`src/design/fp_unit_params.svh`:
```
// constants for the sign-flags and square-root execution unit
`ifndef FP_UNIT_PARAMS_SVH
`define FP_UNIT_PARAMS_SVH
`define OPC_SIGN_FLAGS 8'h99
`define OPC_SQRT 8'h6e
`define OPC_SQRT_FLAGS 8'h6f
`define SLOT_CMP 3'h3
`define SLOT_LONG 3'h2
`define CMP_LATENCY 5'h01
`define SQRT_LATENCY 17
`define SQRT_RECOVERY 16
`define FLG_DBZ 0
`define FLG_INX 1
`define FLG_UNF 2
`define FLG_OVF 3
`define FLG_INV 4
`define FLG_IFZ 5
`define FLG_OFZ 6
`define FLG_W 7
`define QNAN 32'hffffffff
`define PINF 32'h7f800000
`define EXP_BIAS 9'h07f
`define OFF_ROUND 8'h00
`define OFF_FLAGS 8'h04
`define ROUND_RST 2'h0
`define FLAGS_RST 7'h00
`endif

```
`src/design/fp_unit_pkg.sv`:
```
// types shared by the execution unit and its bench
`default_nettype none
package fp_unit_pkg;
   typedef enum logic [1:0] {
      RND_NEAREST = 2'b00,
      RND_POS_INF = 2'b01,
      RND_NEG_INF = 2'b10,
      RND_ZERO = 2'b11
   } round_mode_t;
   typedef struct packed {
      logic valid;
      logic [7:0] opcode;
      logic [2:0] slot;
      logic guard;
      logic [31:0] source_operand;
   } issue_t;
   typedef struct packed {
      logic wr;
      logic [31:0] data;
   } result_t;
   typedef struct packed {
      logic [31:0] value;
      logic [6:0] flags;
   } fp_out_t;
endpackage
`default_nettype wire

```
`src/design/fp_sqrt_sign_flags_unit.sv`:
```
// sign-flags on the compare unit, square root and square-root flags on the long-latency unit
//
// The APB slave port and the address map are this design's own decisions.
`include "fp_unit_params.svh"
`default_nettype none
// Contract
// - sign-flags: opcode 153, slot 3, latency 1
// - flag vector bits 0..6, upper bits zero
// - flags-only ops leave status flags alone
// - sign-flags: denormal flushed, input-flushed bit set
// - guard lsb 0 keeps destination unchanged
// - square root: opcode 110, slot 2, 17/16
// - square root rounds per status rounding mode
// - square root: denormal flushed, status input-flushed set
// - denormal square-root result becomes zero, output-flushed
// - square-root exceptions set sticky status flags
// - status update with destination write
// - simultaneous updates OR into flags
// - guard 0 square root: no write, no flags
// - negative operand gives all-ones NaN, invalid
// - positive infinity gives infinity, no flags
// - sqrt-flags: opcode 111, same timing, vector
// - sqrt-flags: denormal flushed, input-flushed bit
// - sign flags match sign evaluation exceptions
module fp_sqrt_sign_flags_unit #(
   parameter int SQRT_LATENCY = `SQRT_LATENCY,
   parameter int SQRT_RECOVERY = `SQRT_RECOVERY
) (
   input wire logic core_clk_in,
   input wire logic rst_in,
   input wire fp_unit_pkg::issue_t issue_in,
   input wire logic [6:0] other_flags_in,
   input wire logic psel_in,
   input wire logic penable_in,
   input wire logic pwrite_in,
   input wire logic [7:0] paddr_in,
   input wire logic [31:0] pwdata_in,
   output logic [31:0] prdata_out,
   output logic pready_out,
   output logic pslverr_out,
   output fp_unit_pkg::result_t cmp_res_out,
   output fp_unit_pkg::result_t long_res_out,
   output logic long_busy_out,
   output logic [6:0] status_flags_out
);
   if (SQRT_LATENCY < 2 || SQRT_LATENCY > 31 || SQRT_RECOVERY < 1 || SQRT_RECOVERY >= SQRT_LATENCY) begin : chk
      $error("unsupported latency or recovery");
   end

   localparam logic [4:0] LAT_M1 = 5'(SQRT_LATENCY - 1);
   localparam logic [4:0] FREE_AT = 5'(SQRT_LATENCY - SQRT_RECOVERY + 1);

   // integer square root of a 52-bit radicand; msb of result is the sticky
   function automatic logic [26:0] isqrt(input logic [51:0] r);
      logic [27:0] rem;
      logic [27:0] t;
      logic [25:0] q;
      rem = 28'h0;
      q = 26'h0;
      for (int i = 25; i >= 0; i--) begin
         rem = {rem[25:0], r[2*i+1 -: 2]};
         t = {q, 2'b01};
         if (rem >= t) begin
            rem = rem - t;
            q = {q[24:0], 1'b1};
         end else begin
            q = {q[24:0], 1'b0};
         end
      end
      return {|rem, q};
   endfunction

   function automatic fp_unit_pkg::fp_out_t sqrt_eval(input logic [31:0] x, input fp_unit_pkg::round_mode_t rm);
      fp_unit_pkg::fp_out_t o;
      logic [7:0] e;
      logic [51:0] rad;
      logic [26:0] sq;
      logic [23:0] mant;
      logic [24:0] mr;
      logic [7:0] re;
      logic g;
      logic st;
      logic up;
      o = '0;
      e = x[30:23];
      rad = '0;
      sq = '0;
      mant = '0;
      mr = '0;
      re = '0;
      g = 1'b0;
      st = 1'b0;
      up = 1'b0;
      if (e == 8'hff && x[22:0] != 23'h0) begin
         o.value = `QNAN;
         o.flags[`FLG_INV] = ~x[22];
      end else if (e == 8'h00) begin
         o.value = {x[31], 31'h0};
         o.flags[`FLG_IFZ] = (x[22:0] != 23'h0);
      end else if (x[31]) begin
         o.value = `QNAN;
         o.flags[`FLG_INV] = 1'b1;
      end else if (e == 8'hff) begin
         o.value = `PINF;
      end else begin
         // odd biased exponent means an even true exponent, so no pre-shift
         rad = e[0] ? {1'b0, 1'b1, x[22:0], 27'h0} : {1'b1, x[22:0], 28'h0};
         sq = isqrt(rad);
         mant = sq[25:2];
         g = sq[1];
         st = sq[0] | sq[26];
         case (rm)
            fp_unit_pkg::RND_NEAREST: up = g & (st | mant[0]);
            fp_unit_pkg::RND_POS_INF: up = g | st;
            default: up = 1'b0;
         endcase
         mr = {1'b0, mant} + {24'h0, up};
         re = 8'(({1'b0, e} + `EXP_BIAS) >> 1);
         o.flags[`FLG_INX] = g | st;
         if (re == 8'h00) begin
            // only a wider exponent range could reach this; kept for safety
            o.value = 32'h0;
            o.flags[`FLG_OFZ] = 1'b1;
         end else begin
            o.value = {1'b0, 8'(re + {7'h0, mr[24]}), mr[22:0]};
         end
      end
      return o;
   endfunction

   function automatic logic [6:0] sign_flags(input logic [31:0] x);
      logic [6:0] f;
      f = '0;
      if (x[30:23] == 8'h00 && x[22:0] != 23'h0) begin
         f[`FLG_IFZ] = 1'b1;
      end
      // ordering a NaN against zero is an invalid comparison
      if (x[30:23] == 8'hff && x[22:0] != 23'h0) begin
         f[`FLG_INV] = 1'b1;
      end
      return f;
   endfunction

   fp_unit_pkg::round_mode_t round_q;
   logic [6:0] flags_q;
   logic [6:0] flags_d;
   logic [4:0] cnt_q;
   logic busy_q;
   fp_unit_pkg::fp_out_t pend_q;
   logic pend_fo_q;
   logic pend_guard_q;
   fp_unit_pkg::result_t cmp_q;
   fp_unit_pkg::result_t long_q;
   logic [31:0] prdata_q;
   logic pready_q;
   logic pslverr_q;
   logic sign_go;
   logic long_go;
   logic done;
   logic done_upd;
   logic apb_wr;
   logic bad_addr;

   assign sign_go = issue_in.valid && issue_in.opcode == `OPC_SIGN_FLAGS && issue_in.slot == `SLOT_CMP;
   // an issue during recovery is dropped; the issuer must respect busy
   assign long_go = issue_in.valid && issue_in.slot == `SLOT_LONG && !busy_q
                    && (issue_in.opcode == `OPC_SQRT || issue_in.opcode == `OPC_SQRT_FLAGS);
   assign done = cnt_q == 5'h01;
   assign done_upd = done && pend_guard_q && !pend_fo_q;
   assign apb_wr = psel_in && penable_in && pready_q && pwrite_in;
   assign bad_addr = paddr_in != `OFF_ROUND && paddr_in != `OFF_FLAGS;

   always_ff @(posedge core_clk_in) begin
      if (rst_in) begin
         cmp_q <= '0;
      end else begin
         cmp_q.wr <= sign_go && issue_in.guard;
         if (sign_go && issue_in.guard) begin
            cmp_q.data <= {25'h0, sign_flags(issue_in.source_operand)};
         end
      end
   end

   always_ff @(posedge core_clk_in) begin
      if (rst_in) begin
         cnt_q <= 5'h0;
         busy_q <= 1'b0;
         pend_q <= '0;
         pend_fo_q <= 1'b0;
         pend_guard_q <= 1'b0;
      end else begin
         if (long_go) begin
            cnt_q <= LAT_M1;
            busy_q <= 1'b1;
            pend_q <= sqrt_eval(issue_in.source_operand, round_q);
            pend_fo_q <= issue_in.opcode == `OPC_SQRT_FLAGS;
            pend_guard_q <= issue_in.guard;
         end else begin
            if (cnt_q != 5'h0) begin
               cnt_q <= cnt_q - 5'h01;
            end
            if (cnt_q == FREE_AT) begin
               busy_q <= 1'b0;
            end
         end
      end
   end

   always_ff @(posedge core_clk_in) begin
      if (rst_in) begin
         long_q <= '0;
      end else begin
         long_q.wr <= done && pend_guard_q;
         if (done && pend_guard_q) begin
            long_q.data <= pend_fo_q ? {25'h0, pend_q.flags} : pend_q.value;
         end
      end
   end

   // hardware sets win over a software write in the same cycle
   always_comb begin
      flags_d = apb_wr && paddr_in == `OFF_FLAGS ? pwdata_in[6:0] : flags_q;
      flags_d = flags_d | other_flags_in;
      if (done_upd) begin
         flags_d = flags_d | pend_q.flags;
      end
   end

   always_ff @(posedge core_clk_in) begin
      if (rst_in) begin
         flags_q <= `FLAGS_RST;
         round_q <= fp_unit_pkg::round_mode_t'(`ROUND_RST);
      end else begin
         flags_q <= flags_d;
         if (apb_wr && paddr_in == `OFF_ROUND) begin
            round_q <= fp_unit_pkg::round_mode_t'(pwdata_in[1:0]);
         end
      end
   end

   always_ff @(posedge core_clk_in) begin
      if (rst_in) begin
         pready_q <= 1'b0;
         pslverr_q <= 1'b0;
         prdata_q <= 32'h0;
      end else begin
         pready_q <= psel_in && !penable_in;
         pslverr_q <= psel_in && !penable_in && bad_addr;
         if (psel_in && !penable_in) begin
            if (paddr_in == `OFF_ROUND) begin
               prdata_q <= {30'h0, round_q};
            end else if (paddr_in == `OFF_FLAGS) begin
               prdata_q <= {25'h0, flags_q};
            end else begin
               prdata_q <= 32'h0;
            end
         end
      end
   end

   assign prdata_out = prdata_q;
   assign pready_out = pready_q;
   assign pslverr_out = pslverr_q;
   assign cmp_res_out = cmp_q;
   assign long_res_out = long_q;
   assign long_busy_out = busy_q;
   assign status_flags_out = flags_q;
endmodule
`default_nettype wire

```
`config.mk`:
```
export PLATFORM = sky130hd
export DESIGN_NAME = fp_sqrt_sign_flags_unit
export DESIGN_NICKNAME = d
export VERILOG_FILES = /design/src/design/fp_unit_pkg.sv /design/src/design/fp_sqrt_sign_flags_unit.sv
export VERILOG_INCLUDE_DIRS = /design/src /design/src/design
export SDC_FILE = /design/constraint.sdc
export NUM_CORES = 1
export LEC_CHECK = 0
export BUFFER_PORTS_ARGS = -buffer_cell sky130_fd_sc_hd__buf_2
export CORE_MARGIN = 2
export CORE_UTILIZATION = 35
export DETAILED_ROUTE_END_ITERATION = 16
export RECOVER_POWER = 100
export SLEW_MARGIN = 20
export SYNTH_ARGS = -nofsm -noshare
export SYNTH_HDL_FRONTEND = slang
export SYNTH_SLANG_ARGS = --single-unit
export TNS_END_PERCENT = 10
```
`constraint.sdc`:
```
create_clock -name core_clk_in -period 111.9 [get_ports core_clk_in]
set_clock_uncertainty 0.05 [all_clocks]
set_input_delay 11.19 -clock core_clk_in [delete_from_list [all_inputs] [get_ports core_clk_in]]
set_output_delay 11.19 -clock core_clk_in [all_outputs]
set_load 0.03 [all_outputs]
```
# == Word-level counts from Yosys, hierarchy flattened ==
# Index checks and enable logic that the tools add are counted.
# Widths: inputs -> output; s select.
# op_classes
n_eq_ne,11
order_cmp,26
mux,401
n_bitwise,7
n_reduce_logical,33
n_addsub,30
# ops
operator,n
$mux 26,331
$ge 28x28->1,25
$sub 26x26->26,24
$mux 28,7
$mux 32,4
$mux 31,2
$mux 52,1
$mux 1,48
$mux 7,4
$reduce_or 28->1,1
$sub 28x28->28,1
$add 24x1->25,1
$logic_not 8->1,3
$reduce_bool 23->1,1
$logic_and 1x1->1,18
$eq 8x7->1 const B,2
$eq 8x8->1 const B,2
$or 7x7->7,2
$mux 5,2
$add 8x7->9 const B,1
$add 8x1->8,1
$eq 8x3->1 const B,1
$ne 8x3->1 const B,1
$reduce_bool 8->1,1
other kinds (18),24
# word_totals
in_bits,97
register_bits,123

# == Logic depth before layout (Yosys ltp) ==
# Gate-level depths: netlist of the first run.
# logic_depth
ltp_word,227
depth_mapped,528

# == Worst setup path before layout of the first run ==
# OpenSTA, ideal clock, no wires.
# synth_path
path_type,input-to-reg
startpoint,in issue_in[23] in the netlist's numbering
endpoint,reg pend_q[32] in the netlist's numbering
required_time_ns,111.780
arrival_ns,108.006
setup_ns,0.070
n_path_buf,48
slack_ns,3.774
cell_stages,517
cell_sequence,buf_2 buf_2 buf_2 buf_1 clkbuf_1 mux2i_1 ha_1 nor3b_4 nor2_1 clkbuf_1 inv_1 clkbuf_1 ha_1 a22o_1 nor3_2 a21oi_4 inv_2 buf_2 [481 not listed] and4b_1 nand4b_1 or4b_1 o31ai_1 a21oi_1 ha_1 ha_1 nand4_1 nor2_1 nand3_1 or3_1 nor4_1 ha_1 mux2_2 o21ai_0 xor2_1 o211ai_1 a21oi_1
# synth_between
elab_chain_len,227
elab_cells_between_ends,441
# synth_rtl
item,line_no,source
start: declaration,fp_sqrt_sign_flags_unit.sv:31,"input wire fp_unit_pkg::issue_t issue_in,"
$mux 52,fp_sqrt_sign_flags_unit.sv:107,"rad = e[0] ? {1'b0, 1'b1, x[22:0], 27'h0} : {1'b1, x[22:0], 28'h0};"
$sub 2x1->3 or $ge 2x1->1 (tied branches),"fp_sqrt_sign_flags_unit.sv:64, fp_sqrt_sign_flags_unit.sv:63",
$mux 26 or $mux 1 (tied branches),fp_sqrt_sign_flags_unit.sv:63,if (rem >= t) begin
$mux 26,fp_sqrt_sign_flags_unit.sv:103,end else if (e == 8'hff) begin
$mux 26,fp_sqrt_sign_flags_unit.sv:100,end else if (x[31]) begin
$mux 26,fp_sqrt_sign_flags_unit.sv:97,end else if (e == 8'h00) begin
$mux 26,fp_sqrt_sign_flags_unit.sv:94,if (e == 8'hff && x[22:0] != 23'h0) begin
$mux 26,fp_sqrt_sign_flags_unit.sv:192,if (long_go) begin
[211 not listed],--,
$mux 1,fp_sqrt_sign_flags_unit.sv:185,if (rst_in) begin
$add 24x1->25,fp_sqrt_sign_flags_unit.sv:117,"mr = {1'b0, mant} + {24'h0, up};"
$add 8x1->8,fp_sqrt_sign_flags_unit.sv:125,"o.value = {1'b0, 8'(re + {7'h0, mr[24]}), mr[22:0]};"
$mux 31,fp_sqrt_sign_flags_unit.sv:120,if (re == 8'h00) begin
$mux 31,fp_sqrt_sign_flags_unit.sv:103,
$mux 32,fp_sqrt_sign_flags_unit.sv:100,
$mux 32,fp_sqrt_sign_flags_unit.sv:97,
$mux 32 *,fp_sqrt_sign_flags_unit.sv:94,
end signal: assignment,fp_sqrt_sign_flags_unit.sv:195,"pend_q <= sqrt_eval(issue_in.source_operand, round_q);"
end: declaration,fp_sqrt_sign_flags_unit.sv:149,fp_unit_pkg::fp_out_t pend_q;
# Mark *: on every way between the ends. The rest lies on a longest branch, timed or not. The select of a mux whose other input is x is not followed.
# A chain may end at the register's enable or synchronous reset.

# == Worst setup path in the final report of the first run ==
# Same ends and word-level chain as after synthesis.

==> results of run 1 <==
-- cells by family (layout without fill, tap and decap cells) --
family          after synthesis  count (layout)  synth area share, %
mux                         169             169                5.554
fa+ha+maj                   369             369                14.32
compound gates             1610            1610                32.58
xor+xnor                    353             353                9.594
other cells                   2              83              0.02325
buf+inv                     423             512                5.767
flops                        98              98                6.074
simple gates               1624            1624                26.09
-- placed cells by master (no fill, tap or decap), drive strengths merged, types with 20 or more instances in the layout --
master   instances
a21oi          538
nand2          427
nor2           397
ha             368
xnor2          275
o21ai          273
inv            227
buf            213
o21bai         139
nand3          133
nor3           121
a21o           118
dfxtp           98
mux2i           93
conb            83
xor2            78
a31oi           76
mux2            76
nand4           70
clkbuf          65
and3            61
o21a            58
or3             51
nand2b          50
and2            49
nor4            48
o31ai           44
nand3b          41
a211oi          41
o211ai          40
nor2b           38
or2             38
and4            25
a22oi           22
or4             22
o22ai           21
o2111ai         20
-- layout make-up --
type / instances / area (um2)
Fill cell: 9680 / 56270
Multi-Input combinational cell: 4208 / 28970
Sequential cell: 98 / 1962
Timing Repair Buffer: 267 / 1662
Tap cell: 1186 / 1484
Inverter: 228 / 894.6
Clock buffer: 11 / 242.7
Clock inverter: 5 / 35.03
Timing Repair inverter: 1 / 8.758
-- layer usage --
metal	share of wire [%]	routed length, um	global-route usage [%]
met4	2.5	2758	5.570
met3	4.6	5033	0.8052
met5	0	0	0
met2	45	49250	36.59
met1	48	52530	30.65
-- registers in the layout, summed over array words and instances, names as in the netlist --
register          flops
cmp_res_out           3
cnt_q                 5
long_busy_out         1
long_res_out         33
pend_fo_q             1
pend_guard_q          1
pend_q               36
prdata_out            7
pready_out            1
pslverr_out           1
round_q               2
status_flags_out      7
-- final timing paths --
| check | from | end | cells past startpoint |
|---|---|---|---|
| setup reg to reg | round_q[0] | pend_q[32] | 15 |
| setup / recovery | issue_in[23] | pend_q[32] | 478 |
| hold / removal | long_res_out[13] | long_res_out[13] | 2 |
| hold reg to reg | long_res_out[13] | long_res_out[13] | 2 |
-- through the flow --
stage	TNS (ps)	hold slack (ps)
global placement	0	385.9
floorplan	0	382.0
CTS	0	400.9
detailed placement	0	392.3
finish	0	402.5
global route	-266.0	428.1
-- critical path: cells and delay by family --
| kind | cells | cell delay (ps) |
|---|---|---|
| buffers and inverters | 38 | 6250 |
| AOI/OAI and AO/OA | 287 | 50520 |
| muxes | 12 | 3430 |
| adders and majority gates | 34 | 9920 |
| and+or+nand+nor | 106 | 22280 |
| xor gates and xnor gates | 1 | 100 |
-- repair_timing --
| action | CTS | global route |
|---|---|---|
| buffers inserted | 0 | 30 |
| setup endpoints to repair | 0 | 32 |
| resized for setup | 0 | 61 |
==> flow_metrics.env, run 1 <==
export IMPL_dr_total_vias=35140
export IMPL_ys_warn_count=0
export IMPL_synth_edff_count=0
export IMPL_core_area_um2=91520
export IMPL_crit_arrival_ps=104010
export IMPL_rrSetupSlack_ps=107170
export IMPL_io_pins=205
export IMPL_fmax_mhz=9.626
export IMPL_crit_type="primary input to flip-flop"
export IMPL_synth_top_cell_area_share_pct=14.25
export IMPL_synthArstFlopShare_pct=0
export IMPL_final_area_um2=35260
export IMPL_synth_area_um2=32300
export IMPL_drtIter0Drc=2854
export IMPL_dieArea_um2=94740
export IMPL_final_period_utilization_pct=92.83
export IMPL_cp_max_fo=40
export IMPL_worst_pin_slew_ps=1121
export IMPL_drc=0
export IMPL_portBuffers=124
export IMPL_slew_headroom_pct=24.88
export IMPL_post_place_cells=5957
export IMPL_synth_most_common_cell="a21oi_1"
export IMPL_synth_seq_cells=98
export IMPL_synthesis_area_per_instance_um2=6.950
export IMPL_end_kind="flip-flop"
export IMPL_crit_top_cell="a21oi_1"
export IMPL_yosys_area_top_type="ha_1"
export IMPL_placementRows=111
export IMPL_wl_per_cell_um=18.25
export IMPL_nets=5279
export IMPL_grt_overflow=0
export IMPL_seq_area_frac_synth_pct=6.074
export IMPL_cts_hold_buf=0
export IMPL_grt_pass1_wl_mm=172.2
export IMPL_die_height_um=307.8
export IMPL_synthFlopType="dfxtp_1"
export IMPL_diodes=0
export IMPL_max_stage_delay_ps=630
export IMPL_grt_pass1_vias=32120
export IMPL_clkTransAtPathRegs_ps=70
export IMPL_cts_tree="built"
export IMPL_grt_max_degree=97
export IMPL_track_usage_pct=21.86
export IMPL_required_ps=112030
export IMPL_die_x_um=307.8
export IMPL_finalHoldViolations=0
export IMPL_critPathLaunchType="primary input"
export IMPL_vias_per_cell=5.853
export IMPL_htree_levels=3
export IMPL_synth_area_leaders="ha_1 14%, a21oi_1 8.3%, xnor2_1 7.4%, dfxtp_1 6.1%, nand2_1 5.0%"
export IMPL_insertion_delay_ps=340
export IMPL_cts_root_buf="clkbuf_16"
export IMPL_cap_violations=0
export IMPL_cts_buffers=9
export IMPL_gp_congestion=0.9344
export IMPL_postRouteAntennaNets=0
export IMPL_wl_mm=109.6
export IMPL_synth_cells=4648
export IMPL_dpl_cell_area_um2=34580
export IMPL_start_util_pct=35.29
export IMPL_ys_top_cells_by_count="533 x a21oi_1, 426 x nand2_1, 392 x nor2_1, 368 x ha_1, 274 x xnor2_1"
export IMPL_place_ws_ps=2918
export IMPL_post_route_util_pct=38.52
export IMPL_setup_viol=0
export IMPL_yosysUniqueCellTypes=135
export IMPL_worst_path_max_delay_cell="or4b_1"
export IMPL_final_layout_size_suffix_gt1_share_pct=10.07
export IMPL_status="finished clean"
export IMPL_min_path_type="flip-flop to flip-flop"
export IMPL_fin_crit_ps=103880
export IMPL_clkSinkCount=98
export IMPL_antenna_found_initial=0
export IMPL_worst_slack_ps=8020
export IMPL_area_growth_pct=9.145
export IMPL_clock_path_buffers=2
export IMPL_dp_hpwl_mm=89.13
export IMPL_drt_pass1_iterations=8
export IMPL_maxSlewViolCount=0
export IMPL_fin_cells=6004
Power of run 1 is not shown: default switching activity piles up to over one toggle a cycle in this logic, so the estimate is an artifact.
==> inputs of run 2 (changes only) <==
--- a/config.mk
+++ b/config.mk
@@ -7,11 +7,12 @@
 export NUM_CORES = 1
 export LEC_CHECK = 0
 export BUFFER_PORTS_ARGS = -buffer_cell sky130_fd_sc_hd__buf_2
+export CORE_ASPECT_RATIO = 1.5
 export CORE_MARGIN = 2
 export CORE_UTILIZATION = 35
 export DETAILED_ROUTE_END_ITERATION = 16
 export RECOVER_POWER = 100
-export SLEW_MARGIN = 20
+export SLEW_MARGIN = 10
 export SYNTH_ARGS = -nofsm -noshare
 export SYNTH_HDL_FRONTEND = slang
 export SYNTH_SLANG_ARGS = --single-unit
==> flow_metrics.env, run 2 (synthesis results as in run 1) <==
export IMPL_wl_per_cell_um=18.91
export IMPL_core_area_um2=91550
export IMPL_dp_hpwl_mm=93.67
export IMPL_grt_overflow=0
export IMPL_wl_mm=113.2
export IMPL_gp_congestion=0.9227
export IMPL_clkSinkCount=98
export IMPL_grt_pass1_vias=34310
export IMPL_finalHoldViolations=0
export IMPL_cts_tree="built"
export IMPL_dpl_cell_area_um2=34660
export IMPL_fmax_mhz=9.609
export IMPL_final_period_utilization_pct=93.00
export IMPL_cp_max_fo=39
export IMPL_final_common_cell="a21oi_1"
export IMPL_path_buf_inv=45
export IMPL_start_util_pct=35.28
export IMPL_required_ps=112160
export IMPL_fin_crit_ps=104070
export IMPL_drt_pass1_iterations=6
export IMPL_area_growth_pct=8.932
export IMPL_portBuffers=124
export IMPL_end_kind="flip-flop"
export IMPL_rr_worst_depth=15
export IMPL_post_place_cells=5959
export IMPL_cap_violations=0
export IMPL_clkTransAtPathRegs_ps=90
export IMPL_largest_reg_flops=36
export IMPL_clock_path_buffers=2
export IMPL_cts_root_buf="clkbuf_16"
export IMPL_fin_cells=5987
export IMPL_die_height_um=376.1
export IMPL_post_route_util_pct=38.44
export IMPL_placementRows=136
export IMPL_die_x_um=252.1
export IMPL_min_path_type="flip-flop to flip-flop"
export IMPL_max_stage_delay_ps=650
export IMPL_cp_depth=479
export IMPL_final_area_um2=35190
export IMPL_final_layout_size_suffix_gt1_share_pct=9.784
export IMPL_nets=5275
export IMPL_antenna_found_initial=0
export IMPL_n_fill_cell=9869
export IMPL_worst_path_max_delay_cell="or4b_1"
export IMPL_htree_levels=3
export IMPL_vias_per_cell=5.915
export IMPL_crit_type="primary input to flip-flop"
export IMPL_status="finished clean"
export IMPL_maxSlewViolCount=0
export IMPL_slew_headroom_pct=21.05
export IMPL_setup_viol=0
export IMPL_grt_pass1_wl_mm=177.1
export IMPL_layout_common_cells="528 x a21oi_1, 426 x nand2_1, 388 x nor2_1"
export IMPL_diodes=0
export IMPL_cts_buffers=9
export IMPL_postRouteAntennaNets=0
export IMPL_drc=0
export IMPL_crit_arrival_ps=104330
export IMPL_io_pins=205
export IMPL_insertion_delay_ps=370
export IMPL_crit_top_cell="a21oi_1"
export IMPL_hold_path_depth=2
export IMPL_top_register="pend_q"
export IMPL_worst_pin_slew_ps=1184
export IMPL_dr_total_vias=35410
export IMPL_grt_max_degree=77
export IMPL_critPathLaunchType="primary input"
export IMPL_drtIter0Drc=1889
export IMPL_track_usage_pct=22.70
export IMPL_cp_top_family="compound AO/OA/AOI/OAI gates"
export IMPL_dieArea_um2=94790
-- run 2: changes by cell type in the layout (fill, tap and decap cells not counted), sizes merged --
cell / previous run / this run
clkinvlp: 2 / 1
inv: 227 / 229
clkbuf: 65 / 64
buf: 213 / 209
-- run 2: final timing paths --
path,end,start,slack [ps]
worst max register to register,pend_q[32],round_q[0],107110
worst max-delay path,pend_q[32],issue_in[23],7830
worst min register to register,long_res_out[31],long_res_out[31],400
worst min-delay path,long_res_out[31],long_res_out[31],400
-- run 2: layer usage --
layer / GRT usage [%] / vias to the layer above / part of all wire (%) / wire [um]
met5: 0 / - / 0 / 0
met4: 13.21 / 0 / 6.6 / 7428
met3: 1.250 / 342 / 3.1 / 3494
met2: 43.71 / 909 / 51 / 57870
met1: 24.18 / 16630 / 39 / 44410
li1: - / 17530 / - / -
-- run 2: layout make-up --
cell class	count	area [um2]	share of cell area, %
Clock buffer	9	225.2	0.6400
Clock inverter	7	80.08	0.2276
Inverter	228	895.9	2.546
Multi-Input combinational cell	4208	28910	82.16
Sequential cell	98	1962	5.576
Tap cell	1173	1468	4.171
Timing Repair Buffer	264	1645	4.676
-- run 2: worst register-to-register path, stage by stage (launching register included) --
cell	delay, ps
dfxtp_1	340
or3_1	370
a21oi_1	420
ha_1	310
ha_1	280
nand4_1	160
nor2_1	220
nand3_1	230
or3_1	480
nor4_1	500
ha_1	380
mux2_2	370
o21ai_0	180
xor2_1	160
o211ai_1	100
a21oi_1	180
-- run 2: per-stage QoR --
step	hold WS (ps)	TNS, ps	worst slack [ps]
detailed placement	392.6	0	2707
finish	402.1	0	7829
global placement	385.5	0	3749
CTS	403.8	0	2772
global route	431.5	-78.98	-78.98
floorplan	382.0	0	3774
-- run 2: what timing repair did --
item | 4_1_cts | 5_1_grt
hold endpoints to repair | 0 | 0
buffers inserted | 0 | 12
hold buffers | 0 | 0
setup endpoints to repair | 0 | 32
resized for setup | 0 | 59
Power of run 2 is left out for the same reason.
